## config.mk

```make
export PLATFORM = sky130hd
export DESIGN_NAME = rfp_top
export DESIGN_NICKNAME = d
export VERILOG_FILES = /design/src/verilog/rfp_pkg.sv /design/src/verilog/rfp_qual_if.sv /design/src/verilog/rfp_top.sv /design/src/verilog/rfp_qual.sv
export VERILOG_INCLUDE_DIRS = /design/src /design/src/verilog
export SDC_FILE = /design/constraint.sdc
export NUM_CORES = 1
export LEC_CHECK = 0
export BUFFER_PORTS_ARGS = -buffer_cell sky130_fd_sc_hd__buf_2
export CORE_MARGIN = 2
export CORE_UTILIZATION = 50
export CTS_CLUSTER_DIAMETER = 30
export DETAILED_ROUTE_END_ITERATION = 16
export GPL_TIMING_DRIVEN = 0
export HOLD_SLACK_MARGIN = 0.15
export PLACE_DENSITY = 0.76
export SYNTH_ARGS = -nofsm -noshare
export SYNTH_HDL_FRONTEND = slang
export SYNTH_SLANG_ARGS = --single-unit
```

## constraint.sdc

```tcl
create_clock -name clock -period 2.6 [get_ports clock]
set_input_delay 0.26 -clock clock [delete_from_list [all_inputs] [get_ports clock]]
set_output_delay 0.26 -clock clock [all_outputs]
set_load 0.1 [all_outputs]
```

## src/verilog/rfp_defs.svh

```systemverilog
// Constants for the rail fault protection logic
`ifndef RFP_DEFS_SVH
`define RFP_DEFS_SVH
`define RFP_CLK_MHZ      40
`define RFP_OV_DLY_NS    1000
`define RFP_UV_DLY_NS    3000
`define RFP_LO_DLY_NS    3000
`define RFP_OV_CYC       ((`RFP_OV_DLY_NS * `RFP_CLK_MHZ + 999) / 1000)
`define RFP_UV_CYC       ((`RFP_UV_DLY_NS * `RFP_CLK_MHZ + 999) / 1000)
`define RFP_LO_CYC       ((`RFP_LO_DLY_NS * `RFP_CLK_MHZ + 999) / 1000)
`define RFP_CNT_W        8
`define RFP_TGT_W        8
`define RFP_TGT_0V9      8'h5a
`define RFP_SENSE_W      12
`define RFP_OV_MARGIN    12'h145
`define RFP_UV_MARGIN    12'h1f4
`define RFP_FIXED_OV_LVL 12'h4c9
`endif

```

## src/verilog/rfp_pkg.sv

```systemverilog
// Types for the rail fault protection logic
package rfp_pkg;
	typedef enum logic [1:0] {RFP_RUN, RFP_OVP, RFP_NVP, RFP_UVP} rfp_mode_t;
endpackage

```

## src/verilog/rfp_qual_if.sv

```systemverilog
// Carrier between the supervisor and one qualification filter
interface rfp_qual_if;
	logic raw;
	logic clr;
	logic hit;
	modport ctl (output raw, output clr, input hit);
	modport flt (input raw, input clr, output hit);
endinterface

```

## src/verilog/rfp_top.sv

```systemverilog
// Fault supervisor for the secondary output rail
// Functional notes
// - Above the 0.9V target, sense over reference plus 325mV is over-voltage.
// - Below the 0.9V target, sense over a fixed 0.9V plus 325mV is over-voltage.
// - While over-voltage is latched, all active phases run low side on, high side off.
// - A latched over-voltage asks the sibling rail to soft shut down.
// - Over-voltage must persist 1 us before the latch sets.
// - Latched over-voltage with sense below 0V turns all low sides off, high sides off.
// - Once sense rises above 0V again, low sides turn back on under the over-voltage latch.
// - The negative check is ignored unless over-voltage is latched.
// - Sense below reference by 500mV sets the under-voltage latch.
// - While under-voltage is latched, both switches of every phase are off.
// - A latched under-voltage asks the sibling rail to soft shut down.
// - Under-voltage must persist 3 us before the latch sets.
// - A supply comparator report below the power-on threshold triggers lockout.
// - Lockout stops modulation and forces every switch control off.
// - Supply low must persist 3 us before lockout.
// Sense and reference share a 1 mV step; the target code steps in 10 mV.
// A target exactly at 0.9V takes the fixed over-voltage level.
// Lockout follows the supply: it lets go once the qualified low report clears,
// but it never clears the fault latches, which wait for reset or a fresh enable.
// The sense-below-zero and supply comparators arrive unsynchronised and pass
// two flip-flops first, so their response trails the pin by two extra edges.
`include "rfp_defs.svh"
module rfp_top
	import rfp_pkg::*;
#(
	parameter int PHASES = 2,
	parameter int SW     = `RFP_SENSE_W
)
(
	input  wire logic              clock,
	input  wire logic              rst_b,
	input  wire logic              enable,
	input  wire logic [`RFP_TGT_W-1:0] voltage_target_code,
	input  wire logic [SW-1:0]     rail_output_sense,
	input  wire logic [SW-1:0]     reference_level,
	input  wire logic              sense_below_zero,
	input  wire logic              supply_below_por,
	input  wire logic [PHASES-1:0] phase_active,
	input  wire logic [PHASES-1:0] pwm_high_req,
	input  wire logic [PHASES-1:0] pwm_low_req,
	output logic [PHASES-1:0]      high_side_on,
	output logic [PHASES-1:0]      low_side_on,
	output logic                   modulation_run,
	output logic                   sibling_shutdown,
	output logic                   overvoltage_fault,
	output logic                   negative_voltage_fault,
	output logic                   undervoltage_fault,
	output logic                   supply_lockout
);
	typedef struct packed
	{
		logic [1:0]        nz_sync;
		logic [1:0]        por_sync;
		logic              en_d;
		rfp_mode_t         mode;
		logic              lock;
		logic              sib;
		logic [PHASES-1:0] hs;
		logic [PHASES-1:0] ls;
		logic              run;
		logic              ovf;
		logic              nvf;
		logic              uvf;
	} rfp_st_t;
	rfp_st_t st_reg;
	rfp_st_t st_next;

	rfp_qual_if ov_q ();
	rfp_qual_if uv_q ();
	rfp_qual_if lo_q ();

	logic [SW:0]   ov_limit;
	logic [SW:0]   uv_limit;
	logic          fresh_en;

	// Threshold choice: fixed level for low targets, tracking level otherwise
	always_comb
	begin
		if (voltage_target_code > `RFP_TGT_0V9)
			ov_limit = {1'b0, reference_level} + {1'b0, `RFP_OV_MARGIN};
		else
			ov_limit = {1'b0, `RFP_FIXED_OV_LVL};
		uv_limit = {1'b0, reference_level} - {1'b0, `RFP_UV_MARGIN};
	end

	// A rising enable starts a new run and wipes the fault latches
	assign fresh_en = enable && !st_reg.en_d;

	// Raw comparisons feed the persistence filters
	assign ov_q.raw = enable && ({1'b0, rail_output_sense} > ov_limit);
	// Reference under 500mV makes uv_limit negative; treat as never under
	assign uv_q.raw = enable && !uv_limit[SW] && ({1'b0, rail_output_sense} < uv_limit);
	assign lo_q.raw = st_reg.por_sync[1];
	assign ov_q.clr = fresh_en;
	assign uv_q.clr = fresh_en;
	assign lo_q.clr = 1'b0;

	rfp_qual #(.CYCLES(`RFP_OV_CYC)) u_ov_qual
	(
		.clock (clock),
		.rst_b (rst_b),
		.q     (ov_q)
	);
	rfp_qual #(.CYCLES(`RFP_UV_CYC)) u_uv_qual
	(
		.clock (clock),
		.rst_b (rst_b),
		.q     (uv_q)
	);
	rfp_qual #(.CYCLES(`RFP_LO_CYC)) u_lo_qual
	(
		.clock (clock),
		.rst_b (rst_b),
		.q     (lo_q)
	);

	// Fault sequencing and gate override; lockout outranks every latch
	always_comb
	begin
		st_next = st_reg;
		st_next.nz_sync = {st_reg.nz_sync[0], sense_below_zero};
		st_next.por_sync = {st_reg.por_sync[0], supply_below_por};
		st_next.en_d = enable;
		// Lockout follows the qualified supply state; it releases when the supply is back
		if (lo_q.hit)
			st_next.lock = 1'b1;
		else if (!st_reg.por_sync[1])
			st_next.lock = 1'b0;
		if (fresh_en)
		begin
			st_next.mode = RFP_RUN;
			st_next.sib = 1'b0;
		end
		else
		begin
			case (st_reg.mode)
				RFP_RUN:
				begin
					if (ov_q.hit)
					begin
						st_next.mode = RFP_OVP;
						st_next.sib = 1'b1;
					end
					else if (uv_q.hit)
					begin
						st_next.mode = RFP_UVP;
						st_next.sib = 1'b1;
					end
				end
				RFP_OVP:
				begin
					// Negative check exists only inside the over-voltage latch
					if (st_reg.nz_sync[1])
						st_next.mode = RFP_NVP;
				end
				RFP_NVP:
				begin
					if (!st_reg.nz_sync[1])
						st_next.mode = RFP_OVP;
				end
				RFP_UVP:
				begin
					st_next.mode = RFP_UVP;
				end
				default:
				begin
					st_next.mode = RFP_RUN;
				end
			endcase
		end
		// Fault flags registered with the mode so each output leaves a flip-flop
		st_next.ovf = (st_next.mode == RFP_OVP) || (st_next.mode == RFP_NVP);
		st_next.nvf = (st_next.mode == RFP_NVP);
		st_next.uvf = (st_next.mode == RFP_UVP);
		// Gate drive decision uses next mode so the override lands with the latch
		st_next.run = enable && !st_next.lock;
		if (st_next.lock || !enable)
		begin
			st_next.hs = '0;
			st_next.ls = '0;
		end
		else
		begin
			case (st_next.mode)
				RFP_OVP:
				begin
					st_next.hs = '0;
					st_next.ls = phase_active;
				end
				RFP_NVP:
				begin
					st_next.hs = '0;
					st_next.ls = '0;
				end
				RFP_UVP:
				begin
					st_next.hs = '0;
					st_next.ls = '0;
				end
				default:
				begin
					st_next.hs = pwm_high_req & phase_active;
					st_next.ls = pwm_low_req & phase_active & ~pwm_high_req;
				end
			endcase
		end
	end

	always_ff @(posedge clock)
	begin
		if (!rst_b)
			st_reg <= '{nz_sync: 2'h0, por_sync: 2'h0, en_d: 1'b0, mode: RFP_RUN,
				lock: 1'b0, sib: 1'b0, hs: '0, ls: '0, run: 1'b0,
				ovf: 1'b0, nvf: 1'b0, uvf: 1'b0};
		else
			st_reg <= st_next;
	end

	// Outputs straight from state flip-flops
	assign high_side_on = st_reg.hs;
	assign low_side_on = st_reg.ls;
	assign modulation_run = st_reg.run;
	assign sibling_shutdown = st_reg.sib;
	assign overvoltage_fault = st_reg.ovf;
	assign negative_voltage_fault = st_reg.nvf;
	assign undervoltage_fault = st_reg.uvf;
	assign supply_lockout = st_reg.lock;

	// Raw compares restated in integer arithmetic, apart from the 13-bit limits
	a_ov_raw_trk: assert property (@(posedge clock) disable iff (!rst_b)
		enable && (voltage_target_code > `RFP_TGT_0V9) |-> ov_q.raw ==
		(int'(rail_output_sense) > int'(reference_level) + int'(`RFP_OV_MARGIN)))
		else $error("tracking over-voltage compare wrong");
	a_ov_raw_fix: assert property (@(posedge clock) disable iff (!rst_b)
		enable && (voltage_target_code <= `RFP_TGT_0V9) |->
		ov_q.raw == (int'(rail_output_sense) > int'(`RFP_FIXED_OV_LVL)))
		else $error("fixed over-voltage compare wrong");
	a_uv_raw_lvl: assert property (@(posedge clock) disable iff (!rst_b)
		enable |-> uv_q.raw ==
		(int'(rail_output_sense) < int'(reference_level) - int'(`RFP_UV_MARGIN)))
		else $error("under-voltage compare wrong");

	// Over-voltage drive: high sides off, low sides follow the active mask
	a_ov_gate_low: assert property (@(posedge clock) disable iff (!rst_b)
		(st_reg.mode == RFP_OVP) && !st_reg.lock && enable |-> st_reg.hs == '0)
		else $error("high side on during over-voltage");
	a_ov_low_on: assert property (@(posedge clock) disable iff (!rst_b)
		overvoltage_fault && !negative_voltage_fault && !supply_lockout && $past(enable)
		|-> low_side_on == $past(phase_active) && high_side_on == '0)
		else $error("low sides not on during over-voltage");
	a_ov_sibling: assert property (@(posedge clock) disable iff (!rst_b)
		$rose(overvoltage_fault) |-> sibling_shutdown)
		else $error("sibling not told on over-voltage");
	a_sib_hold: assert property (@(posedge clock) disable iff (!rst_b)
		sibling_shutdown && !fresh_en |=> sibling_shutdown)
		else $error("sibling request dropped");
	a_ov_entry: assert property (@(posedge clock) disable iff (!rst_b)
		$rose(overvoltage_fault) |-> $past(ov_q.hit))
		else $error("over-voltage latched without qualification");

	// Negative protection lives only inside the over-voltage latch
	a_nv_all_off: assert property (@(posedge clock) disable iff (!rst_b)
		negative_voltage_fault |-> (high_side_on == '0) && (low_side_on == '0))
		else $error("switch on during negative protection");
	a_nv_release: assert property (@(posedge clock) disable iff (!rst_b)
		negative_voltage_fault && !st_reg.nz_sync[1] && !fresh_en
		|=> overvoltage_fault && !negative_voltage_fault)
		else $error("negative protection not released");
	a_nv_only_ov: assert property (@(posedge clock) disable iff (!rst_b)
		$rose(negative_voltage_fault) |-> $past(st_reg.mode) == RFP_OVP)
		else $error("negative protection outside over-voltage");
	a_nv_ignored: assert property (@(posedge clock) disable iff (!rst_b)
		!overvoltage_fault |=> !negative_voltage_fault)
		else $error("negative protection without over-voltage");

	// Under-voltage: everything off, sibling told, entry only after the filter
	a_uv_all_off: assert property (@(posedge clock) disable iff (!rst_b)
		undervoltage_fault |-> (high_side_on == '0) && (low_side_on == '0))
		else $error("switch on during under-voltage");
	a_uv_sibling: assert property (@(posedge clock) disable iff (!rst_b)
		$rose(undervoltage_fault) |-> sibling_shutdown)
		else $error("sibling not told on under-voltage");
	a_uv_entry: assert property (@(posedge clock) disable iff (!rst_b)
		$rose(undervoltage_fault) |-> $past(uv_q.hit))
		else $error("under-voltage latched without qualification");

	// Lockout stops modulation and every gate; run follows enable otherwise
	a_lock_off: assert property (@(posedge clock) disable iff (!rst_b)
		supply_lockout |-> !modulation_run && high_side_on == '0 && low_side_on == '0)
		else $error("drive active during lockout");
	a_run_follows: assert property (@(posedge clock) disable iff (!rst_b)
		!supply_lockout && $past(rst_b) |-> modulation_run == $past(enable))
		else $error("modulation state does not follow enable");
	a_lock_entry: assert property (@(posedge clock) disable iff (!rst_b)
		$rose(supply_lockout) |-> $past(lo_q.hit))
		else $error("lockout without qualification");

	// Latches hold until a fresh enable
	a_latch_hold: assert property (@(posedge clock) disable iff (!rst_b)
		undervoltage_fault && !fresh_en |=> undervoltage_fault)
		else $error("under-voltage latch dropped");
	a_ov_hold: assert property (@(posedge clock) disable iff (!rst_b)
		overvoltage_fault && !fresh_en |=> overvoltage_fault)
		else $error("over-voltage latch dropped");
endmodule

```

## src/verilog/rfp_qual.sv

```systemverilog
// Persistence filter: counts cycles of a raw condition, resets on any drop
`include "rfp_defs.svh"
module rfp_qual
	import rfp_pkg::*;
#(
	parameter int CYCLES = 40
)
(
	input wire logic clock,
	input wire logic rst_b,
	rfp_qual_if.flt  q
);
	typedef struct packed
	{
		logic [`RFP_CNT_W-1:0] cnt;
		logic                  hit;
	} rfp_qst_t;
	rfp_qst_t st_reg;
	rfp_qst_t st_next;
	localparam logic [`RFP_CNT_W-1:0] TERM = `RFP_CNT_W'(CYCLES - 1);

	// Counter restarts whenever the raw input drops before terminal count
	always_comb
	begin
		st_next = st_reg;
		st_next.hit = 1'b0;
		if (q.clr || !q.raw)
			st_next.cnt = '0;
		else if (st_reg.cnt == TERM)
			st_next.hit = 1'b1;
		else
			st_next.cnt = st_reg.cnt + 8'h01;
	end

	always_ff @(posedge clock)
	begin
		if (!rst_b)
			st_reg <= '0;
		else
			st_reg <= st_next;
	end
	assign q.hit = st_reg.hit;

	// Hit only after the raw level stood for the full count
	a_qual_persist: assert property (@(posedge clock) disable iff (!rst_b)
		$rose(st_reg.hit) |-> $past(q.raw) && $past(st_reg.cnt) == TERM)
		else $error("qualifier fired without full persistence");
endmodule

```

==> metrics.txt, run 1 <==
status complete, no violations; Synth Instances 320; largest net degree at the start of global routing 15; slowest stage delay, CP between 0.3 and 0.4 ns; final core occ 0.600; instance count on the critical path 14; synth warn 0; DR WL/cell approximately 12 um; Sink Count between 40 and 50; clock power share 0.362; worst r2r path cells 7; Hold Buf Count CTS 0; total routed wirelength 5420 um; number of global-route vias before repair 2284; n_diodes 0; # H-tree levels 2; area share of the largest cell type after synthesis 0.319; Syn Nets ~400; Crit Path Max Fanout 7; area leader, netlist dfxtp_1; CORE AREA approximately 5400 um^2; Leak around 0.0014 uW; detailed-route via count between 2000 and 2500; Critical Path Start Type input port; Crit path buffers/inverters 2; sw power ~400 uW; Port Buf Inserts 46; grt ovf 0; critical path cell sequence buf_2, inv_1, ha_1, a21oi_2, nor2_1, a31oi_4, xnor2_1, nor2_1, ha_1, o21a_1, o21ai_0, a211oi_2, o21ai_1, nor3_1; VDD IR max roughly 0.25 mV; Worst Tran Pin Value about 0.68 ns; clock root buffer master clkbuf_8; max-cap viol count 0; die extent in y slightly below 80 um; CP top delay family compound AO/OA/AOI/OAI gates; crit end category flop; switch share 0.264; number of distinct library cells after synthesis 45; clock slew at reported path FFs 0.08 ns; period utilization 0.941; standard-cell rows 27; dominant synthesized flop cell dfxtp_1; number of synthesized flops with an enable pin 0; CP arrival between 2 and 3 ns; internal cell power 1120 uW; count of final setup violators 0; Max stage delay cell, worst path ha_1; total CTS buffers 5; Fin Setup TNS 0 ns; final hold violations 0; top cells by area, synth dfxtp_1 (32%), ha_1 (15%), xnor2_1 (7.0%); initial antenna violation count 0; final RePlAce weighted congestion 0.800; DRC 0; sequential power share 0.451; Total GRT Usage 0.179; Critical Path Sink u_ov_qual.st_reg[7]; async set-reset flop share out of synthesis 0; Period minus WS final around 2.4 ns; Avg Inst Size Synth about 8.6 um^2; Layout Nets 450; post-CTS setup buffer count 0; # IOs 53; hold slack approximately 0.18 ns; r2r setup slk around 0.80 ns; worst hold path type in -> reg; combinational share of power 0.188; DR pass1 iterations 4; dpl hpwl roughly 4300 um; DRT antenna net count 0; Critical Path RT between 2 and 3 ns; Clock Tree Buf Depth 2; synthesized cell area approximately 2800 um^2; Setup crit start reference_level[2]; Slew headroom 0.546; Worst-Skew Late Latency around 0.29 ns; RR Startpoint st_reg[11]; WS Path Type in -> reg; Area Overhead vs Synth 17.4%; Die ar. roughly 6100 um^2; Fmax between 400 and 500 MHz; Initial Util 0.511; die width roughly 78 um; final setup skew roughly 0.0065 ns; flip-flop and latch count after synthesis 44; Detailed Route Iter0 Violations between 60 and 70; Reg-to-Reg End low_side_on[1]; TritonCTS clock tree built; layout cell share with drive strength beyond 1 0.195; pwr/cell area 468 nW/um^2; Final Max Slew Viols 0; Seq/Total Area, Yosys 0.319; vias per std cell approximately 5.2; first-pass GRT wire length 9070 um
cells in the mapped netlist (all sizes together) (2+ instances only):
cell type	count
a211oi	4
a21o	2
a21oi	13
a221oi	2
a31oi	3
and2	11
and3	5
and4	3
buf	9
clkbuf	3
dfxtp	44
ha	34
inv	9
mux2i	2
nand2	28
nand3	14
nand3b	3
nand4	5
nor2	36
nor2b	6
nor3	16
nor3b	2
nor4	3
o21a	2
o21ai	14
xnor2	22
xor2	15
per-stage QoR:
stage | cells | setup slack [ns] | power, uW | area, um^2
3_5_place_dp | 438 | -0.484 | 974 | 3080
2_1_floorplan | 320 | 0.119 | 891 | 2760
4_1_cts | 445 | 0.00106 | 1520 | 3210
3_3_place_gp | 438 | -0.451 | 965 | 3080
6_report | 446 | 0.153 | 1520 | 3240
5_1_grt | 446 | -0.0296 | 1600 | 3240
area by class of cell:
type / count / area, um^2
clock buffer: 6 / 82.6
timing repair buffer: 46 / 230
tap: 72 / 90.1
multi-input combinational: 256 / 1810
fill: 495 / 2160
sequential: 44 / 881
inverter: 9 / 33.8
clock inverter: 2 / 38.8
buffer: 11 / 76.3
per-layer routing:
| metal | global-route usage | share of wire | up-vias |
|---|---|---|---|
| li1 | - | - | 1222 |
| met1 | 0.211 | 0.45 | 1042 |
| met2 | 0.334 | 0.49 | 47 |
| met3 | 0.0299 | 0.051 | 5 |
| met4 | 0.0491 | 0.0068 | 0 |
| met5 | 0 | 0 | - |
how the worst min path moves through the flow:
stage / slack (ns) / start / cells after the start / endpoint
after floorplan: 0.39 / supply_below_por / 1 / st_next[14]
after global placement: 0.42 / st_next[16] / 1 / st_reg[16]
after detailed placement: 0.42 / st_next[16] / 1 / st_reg[16]
after CTS: 0.17 / supply_below_por / 2 / st_next[14]
after global routing: 0.16 / supply_below_por / 2 / st_next[14]
final: 0.18 / supply_below_por / 2 / st_next[14]
placed cells by master (no fill, tap or decap), types with 3 or more instances in the layout:
master    Yosys  layout
clkbuf_1      3       3
and3_1        5       5
nand4_1       5       5
inv_1         9       9
and2_1       11      11
nor3_1       16      16
a21oi_1      13      12
buf_2         1      47
o21ai_1       2       3
clkbuf_8      0       6
a211oi_1      4       3
nand3_1      14      14
ha_1         34      34
nand3b_1      3       3
buf_4         5       5
nor2_1       36      36
nor2b_1       6       6
nand2_1      27      27
o21ai_0      11      10
xor2_1       15      15
and4_1        3       3
dfxtp_1      44      44
xnor2_1      22      22
power groups by stage:
stage               combinational, uW  sequential (uW)  clock (uW)
CTS                               275              684         562
global placement                  265              700           0
floorplan                         186              705           0
finish                            285              684         549
detailed placement                274              700           0
global route                      321              685         591
cell families after synthesis:
family | count (synthesis) | share of synthesized area
adder cells (fa/ha/maj) | 34 | 0.154
multiplexers | 2 | 0.00725
XOR/XNOR | 37 | 0.117
AND/OR/NAND/NOR | 137 | 0.257
buffers and inverters | 21 | 0.0412
AO/OA/AOI/OAI | 45 | 0.104
flip-flops | 44 | 0.319
timing repair:
item                                    in CTS  in global routing
cloned                                       0                  1
endpoints found under the setup margin       9                  9
resized for setup                            2                  6
pin swaps                                    0                  4
No activity file was read; power rests on OpenSTA's default activity.
==> run 2: changes to the inputs <==
REMOVE_ABC_BUFFERS = 1   (was unset)
SLEW_MARGIN = 5   (was unset)
==> run 2 against run 1 <==
  * Cell area shrank 0.85%
  * Fmax increased by 0.60%
  * Critical endpoint is now u_ov_qual.st_reg[6]
  * Non-clock buffer count down 2
  * Critical path type unchanged
  * Critical path depth increased by 1
  * Worst setup slack gained 0.015 ns
  * Final cell count decreased by 0.67%
  * Die area did not move
  * Clock skew increased by 0.0013 ns
  * Utilization is 0.51 points lower
  * First-iteration DRC count is 30% lower
  * Global-route usage down 0.21 points
==> metrics.txt, run 2 (same netlist as run 1, synthesis figures left out) <==
dpl hpwl 4190 um (-2.4%); Critical Path Start Type input port; total CTS buffers 5 (unchanged); max-cap viol count 0 (unchanged); r2r setup slk 0.79 ns (about the same); Initial Util 0.511 (unchanged); met1 usage 0.225 (+0.0137); TritonCTS clock tree built; crit end category flop; Crit Path Max Fanout 9 (+2); initial antenna violation count 0 (unchanged); count of final setup violators 0 (unchanged); Area Overhead vs Synth 16.4%; CORE AREA 5410 um^2 (unchanged); most frequent cells in the layout buf_2 (51), dfxtp_1 (44), nor2_1 (36); CP arrival 2.66 ns (about the same); VDD IR max 0.261 mV (+3.6%); Reg-to-Reg End low_side_on[1]; Final Max Slew Viols 0 (unchanged); DR pass1 iterations 4 (unchanged); die extent in y 78.3 um (unchanged); GR peak layer met2; standard-cell rows 27 (unchanged); hold depth 2 (unchanged); DR WL/cell 12.1 um (-0.23%); RR Startpoint st_reg[11]; largest net degree at the start of global routing 16 (+1); final hold violations 0 (unchanged); Critical Path RT 2.82 ns (about the same); Layout Nets 447 (-0.67%); clock slew at reported path FFs 0.09 ns (about the same); Clock Tree Buf Depth 2 (unchanged); Fin Setup TNS 0 ns (unchanged); status complete, no violations; Global Route met2 Usage 0.303 (-0.0302); Leak 0.00135 uW (-1.2%); Port Buf Inserts 52 (+13%); RSZ-0062 raised after global routing no; critical path cell sequence clkbuf_4, inv_1, ha_1, a21oi_2, nor2_1, a31oi_2, xnor2_1, nor2_1, ha_1, o21a_1, o21ai_0, a211oi_2, o21ai_2, buf_4, nor3_1; Fmax 411 MHz (+0.60%); # H-tree levels 2 (unchanged); period utilization 0.936 (-0.00561); worst hold path type in -> reg; Fillers 480 (-3.0%); worst r2r path cells 7 (unchanged); Slew headroom 0.534 (-0.0121); vias per std cell 5.17 (-0.41%); power after layout 1500 uW (-0.93%); final setup skew 0.00782 ns (+0.00132 ns); detailed-route via count 2291 (-1.1%); Total GRT Usage 0.177 (-0.00214); n_diodes 0 (unchanged); Setup crit start reference_level[2]; Hold Buf Count CTS 0 (unchanged); Period minus WS final 2.43 ns (-0.0146 ns); Detailed Route Iter0 Violations 43 (-30%); Die ar. 6140 um^2 (unchanged); slowest stage delay, CP 0.32 ns (about the same); Max stage delay cell, worst path ha_1; GR Layer Usage met3 0.0414 (+0.0115); clock root buffer master clkbuf_8; die width 78.3 um (unchanged); # IOs 53 (unchanged); layout cell share with drive strength beyond 1 0.202 (+0.00697); first-pass GRT wire length 8850 um (-2.5%); WS Path Type in -> reg; number of global-route vias before repair 2108 (-7.7%); DRT antenna net count 0 (unchanged); Worst-Skew Late Latency 0.29 ns (about the same); grt ovf 0 (unchanged); DRC 0 (unchanged); Critical Path Sink u_ov_qual.st_reg[6]; total routed wirelength 5370 um (-0.90%); Sink Count 44 (unchanged); final RePlAce weighted congestion 0.828 (+3.5%); most common cell after layout, fill and taps aside buf_2; Worst Tran Pin Value 0.695 ns (+0.0180 ns); pwr/cell area 467 nW/um^2 (about the same)
==> run 2: where the power goes <==
part	internal (uW)	switching [uW]
combinational	127	164
sequential	680	3.62
clock	289	239
total	1100	406
==> run 2: worst max-delay path, delay by kind of cell <==
family                     cells  cell delay (ns)
AOI/OAI and AO/OA              6             0.98
buffers and inverters          3             0.42
xor gates and xnor gates       1             0.16
adders and majority gates      2             0.52
and+or+nand+nor                3             0.32
==> run 2: what timing repair did <==
action,in CTS,in global routing
resized for setup,3,5
endpoints found under the hold margin,0,0
pin swaps,1,6
setup buffers,1,2
endpoints found under the setup margin,3,9
==> run 2: cell type report <==
cell class / instances / area, um^2 / area share
flip-flops and latches: 44 / 881 / 0.274
clock inverters: 3 / 46.3 / 0.0144
clock buffers: 5 / 68.8 / 0.0214
multi-input cells: 255 / 1800 / 0.559
inverters: 9 / 33.8 / 0.0105
repair buffers: 55 / 298 / 0.0926
well taps: 72 / 90.1 / 0.0280
==> run 2: per-layer routing <==
metal  vias up  part of all wire  wire [um]
li1       1213                 -          -
met5         -                 0          0
met3         4             0.041        222
met2        48              0.47       2520
met1      1026              0.48       2580
met4         0            0.0086         46
==> run 2: stage by stage <==
step | instance area [um^2] | hold slack [ns] | std cells | setup slack, ns | util
floorplan | 2680 | 0.382 | 308 | 0.205 | -
global placement | 3030 | 0.423 | 432 | -0.327 | 0.561
global route | 3220 | 0.178 | 443 | 0.00319 | 0.595
CTS | 3180 | 0.183 | 441 | 0.0280 | 0.588
detailed placement | 3030 | 0.434 | 432 | -0.379 | 0.561
finish | 3220 | 0.183 | 443 | 0.168 | 0.595
==> run 2: how the worst min path moves through the flow <==
stage,from,to,slack [ns]
2_1_floorplan,rst_b,lo_q.raw,0.38
5_1_grt,supply_below_por,st_next[14],0.18
3_5_place_dp,st_next[16],st_reg[16],0.43
6_report,supply_below_por,st_next[14],0.18
4_1_cts,supply_below_por,st_next[14],0.18
3_3_place_gp,st_next[16],st_reg[16],0.42
==> run 3: changes to the inputs <==
BUFFER_PORTS_ARGS = unset   (was -buffer_cell sky130_fd_sc_hd__buf_2)
CORE_UTILIZATION = 55   (was 50)
DONT_BUFFER_PORTS = 1   (was unset)
PLACE_DENSITY = 0.73   (was 0.76)
==> run 3 against run 2 <==
  * Die area decreased by 8.6%
  * Sequential share of layout area increased by 2.4 points
  * Clock power about the same
  * Count of clock-buffer cells in the layout unchanged
  * Final cell count decreased by 12%
  * Non-clock buffer count decreased by 49
  * Fmax increased by 0.78%
  * Critical endpoint is now u_ov_qual.st_reg[4]
  * Utilization increased by 2.3 points
  * Worst setup slack improved by 0.019 ns
  * Worst hold slack got worse by 0.027 ns
  * Largest cell class unchanged
  * Global-route usage increased by 2.6 points
  * Critical path type unchanged
==> metrics.txt, run 3 (same netlist as run 1, synthesis figures left out) <==
post-CTS setup buffer count 0 (-1); dpl hpwl 4150 um (-0.98%); largest net degree at the start of global routing 16 (unchanged); standard-cell rows 25 (-7.4%); n_diodes 0 (unchanged); TritonCTS clock tree built; slowest stage delay, CP 0.53 ns (+0.21 ns); Port Buf Inserts 0 (-100%); hold depth 1 (-1); total CTS buffers 5 (unchanged); worst r2r path cells 7 (unchanged); final setup skew 0.00490 ns (-0.00292 ns); # H-tree levels 2 (unchanged); number of global-route vias before repair 2020 (-4.2%); Worst-Skew Late Latency 0.29 ns (about the same); Die ar. 5610 um^2 (-8.6%); Period minus WS final 2.41 ns (-0.0188 ns); final hold violations 0 (unchanged); clock power share 0.366 (+0.014); RSZ-0062 raised after global routing no; clock root buffer master clkbuf_8; most used cell along the critical path ha_1; CP arrival 2.61 ns (-0.05 ns); sw power 368 uW (-9.4%); Layout Nets 398 (-11%); WS Path Type in -> reg; DP Cell Count 375 (-13%); die width 74.9 um (-4.4%); Max stage delay cell, worst path o311a_2; most frequent cells in the layout dfxtp_1 (44), nor2_1 (36), ha_1 (34); pwr/cell area 485 nW/um^2 (+3.9%); detailed-route via count 2154 (-6.0%); most common cell after layout, fill and taps aside dfxtp_1; Worst Tran Pin Value 0.983 ns (+0.288 ns); Clock Tree Buf Depth 2 (unchanged); Total GRT Usage 0.203 (+0.0261); DRT antenna net count 0 (unchanged); total routed wirelength 5190 um (-3.4%); vias per std cell 5.54 (+7.1%); crit end category flop; die extent in y 74.9 um (-4.4%); post-route cell area 2960 um^2 (-8.1%); Critical Path Start Type input port; power after layout 1440 uW (-4.5%); Critical Path RT 2.80 ns (-0.02 ns); Sink Count 44 (unchanged); # IOs 53 (unchanged); Slew headroom 0.344 (-0.190); grt ovf 0 (unchanged); Non-Filler Instances 389 (-12%); Fmax 414 MHz (+0.78%); Leak 0.00114 uW (-16%); Initial Util 0.577 (+0.0661); first-pass GRT wire length 8850 um (about the same); Detailed Route Iter0 Violations 45 (+4.7%); DR WL/cell 13.3 um (+10%); combinational share of power 0.146 (-0.047); Final Max Slew Viols 0 (unchanged); DR pass1 iterations 4 (unchanged); Area Overhead vs Synth 7.07%; DRC 0 (unchanged); Crit Path Max Fanout 9 (unchanged); status complete, no violations; switch share 0.256 (-0.0138); sequential power share 0.488 (+0.033); final RePlAce weighted congestion 0.818 (-1.2%); Fin Setup TNS 0 ns (unchanged); critical path cell sequence ha_1, a21oi_1, nor2_1, o21ai_0, xor2_1, nand2_1, ha_1, nand4_1, o311a_2, nor4_1; internal cell power 1070 uW (-2.7%); initial antenna violation count 0 (unchanged); dpl cell area 2770 um^2 (-8.8%); count of final setup violators 0 (unchanged); worst hold path type in -> reg; VDD IR max 0.252 mV (-3.6%); Fillers 427 (-11%); final core occ 0.618 (+0.0229); clock slew at reported path FFs 0.08 ns (about the same); CORE AREA 4790 um^2 (-11%); max-cap viol count 0 (unchanged); period utilization 0.928 (-0.00724); layout cell share with drive strength beyond 1 0.0559 (-0.146)
## run 3: changes by cell type in the layout (fill, tap and decap cells not counted)
cell	delta
clkbuf_4	-1
o21ai_0	+1
buf_4	-2
o21ai_1	-1
buf_12	-1
a21oi_2	-1
buf_2	-51
o311a_1	-1
dlygate4sd3_1	+6
nor4_1	+2
o311a_2	+1
nor4_2	-2
a21oi_1	+1
## run 3: worst max-delay path, delay by kind of cell
family,cells,cell delay (ns)
adder cells (fa/ha/maj),2,0.54
AND/OR/NAND/NOR,4,0.66
XOR/XNOR,1,0.16
AO/OA/AOI/OAI,3,0.98
## run 3: worst paths after layout
kind / startpoint / end / slack, ns
hold reg to reg: st_next[16] / st_reg[16] / 0.45
setup / recovery: reference_level[0] / u_ov_qual.st_reg[4] / 0.19
hold / removal: pwm_high_req[0] / high_side_on[0] / 0.16
setup reg to reg: st_reg[11] / low_side_on[1] / 0.72
## run 3: power by group through the flow
stage | clock [uW] | sequential (uW) | combinational, uW
after CTS | 535 | 700 | 207
after detailed placement | 0 | 716 | 196
after global placement | 0 | 716 | 190
after global routing | 572 | 702 | 240
final | 526 | 700 | 210
after floorplan | 0 | 715 | 158
## run 3: stage by stage
stage | worst slack, ns | hold WS (ns)
after global placement | -0.172 | 0.386
after global routing | 0.0381 | 0.153
final | 0.186 | 0.156
after detailed placement | -0.233 | 0.386
after floorplan | 0.205 | 0.382
after CTS | 0.0645 | 0.150
## run 3: what timing repair did
action                                  CTS  global route
resized for setup                         0             4
hold buffers                              6             0
endpoints found under the setup margin    0             9
hold endpoints to repair                 15             0
## run 3: cell type report
cell class / count / area (um^2) / area share
inverter: 9 / 33.8 / 0.0114
clock buffer: 5 / 68.8 / 0.0233
multi-input combinational: 255 / 1780 / 0.603
timing repair buffer: 6 / 60.1 / 0.0203
sequential: 44 / 881 / 0.298
clock inverter: 3 / 46.3 / 0.0157
tap: 67 / 83.8 / 0.0283
## run 3: layer usage
| layer | up-vias | share of wire | GRT usage |
|---|---|---|---|
| li1 | 1116 | - | - |
| met1 | 983 | 0.46 | 0.252 |
| met2 | 47 | 0.47 | 0.349 |
| met3 | 8 | 0.062 | 0.0629 |
| met4 | 0 | 0.0089 | 0.0417 |
| met5 | - | 0 | 0 |
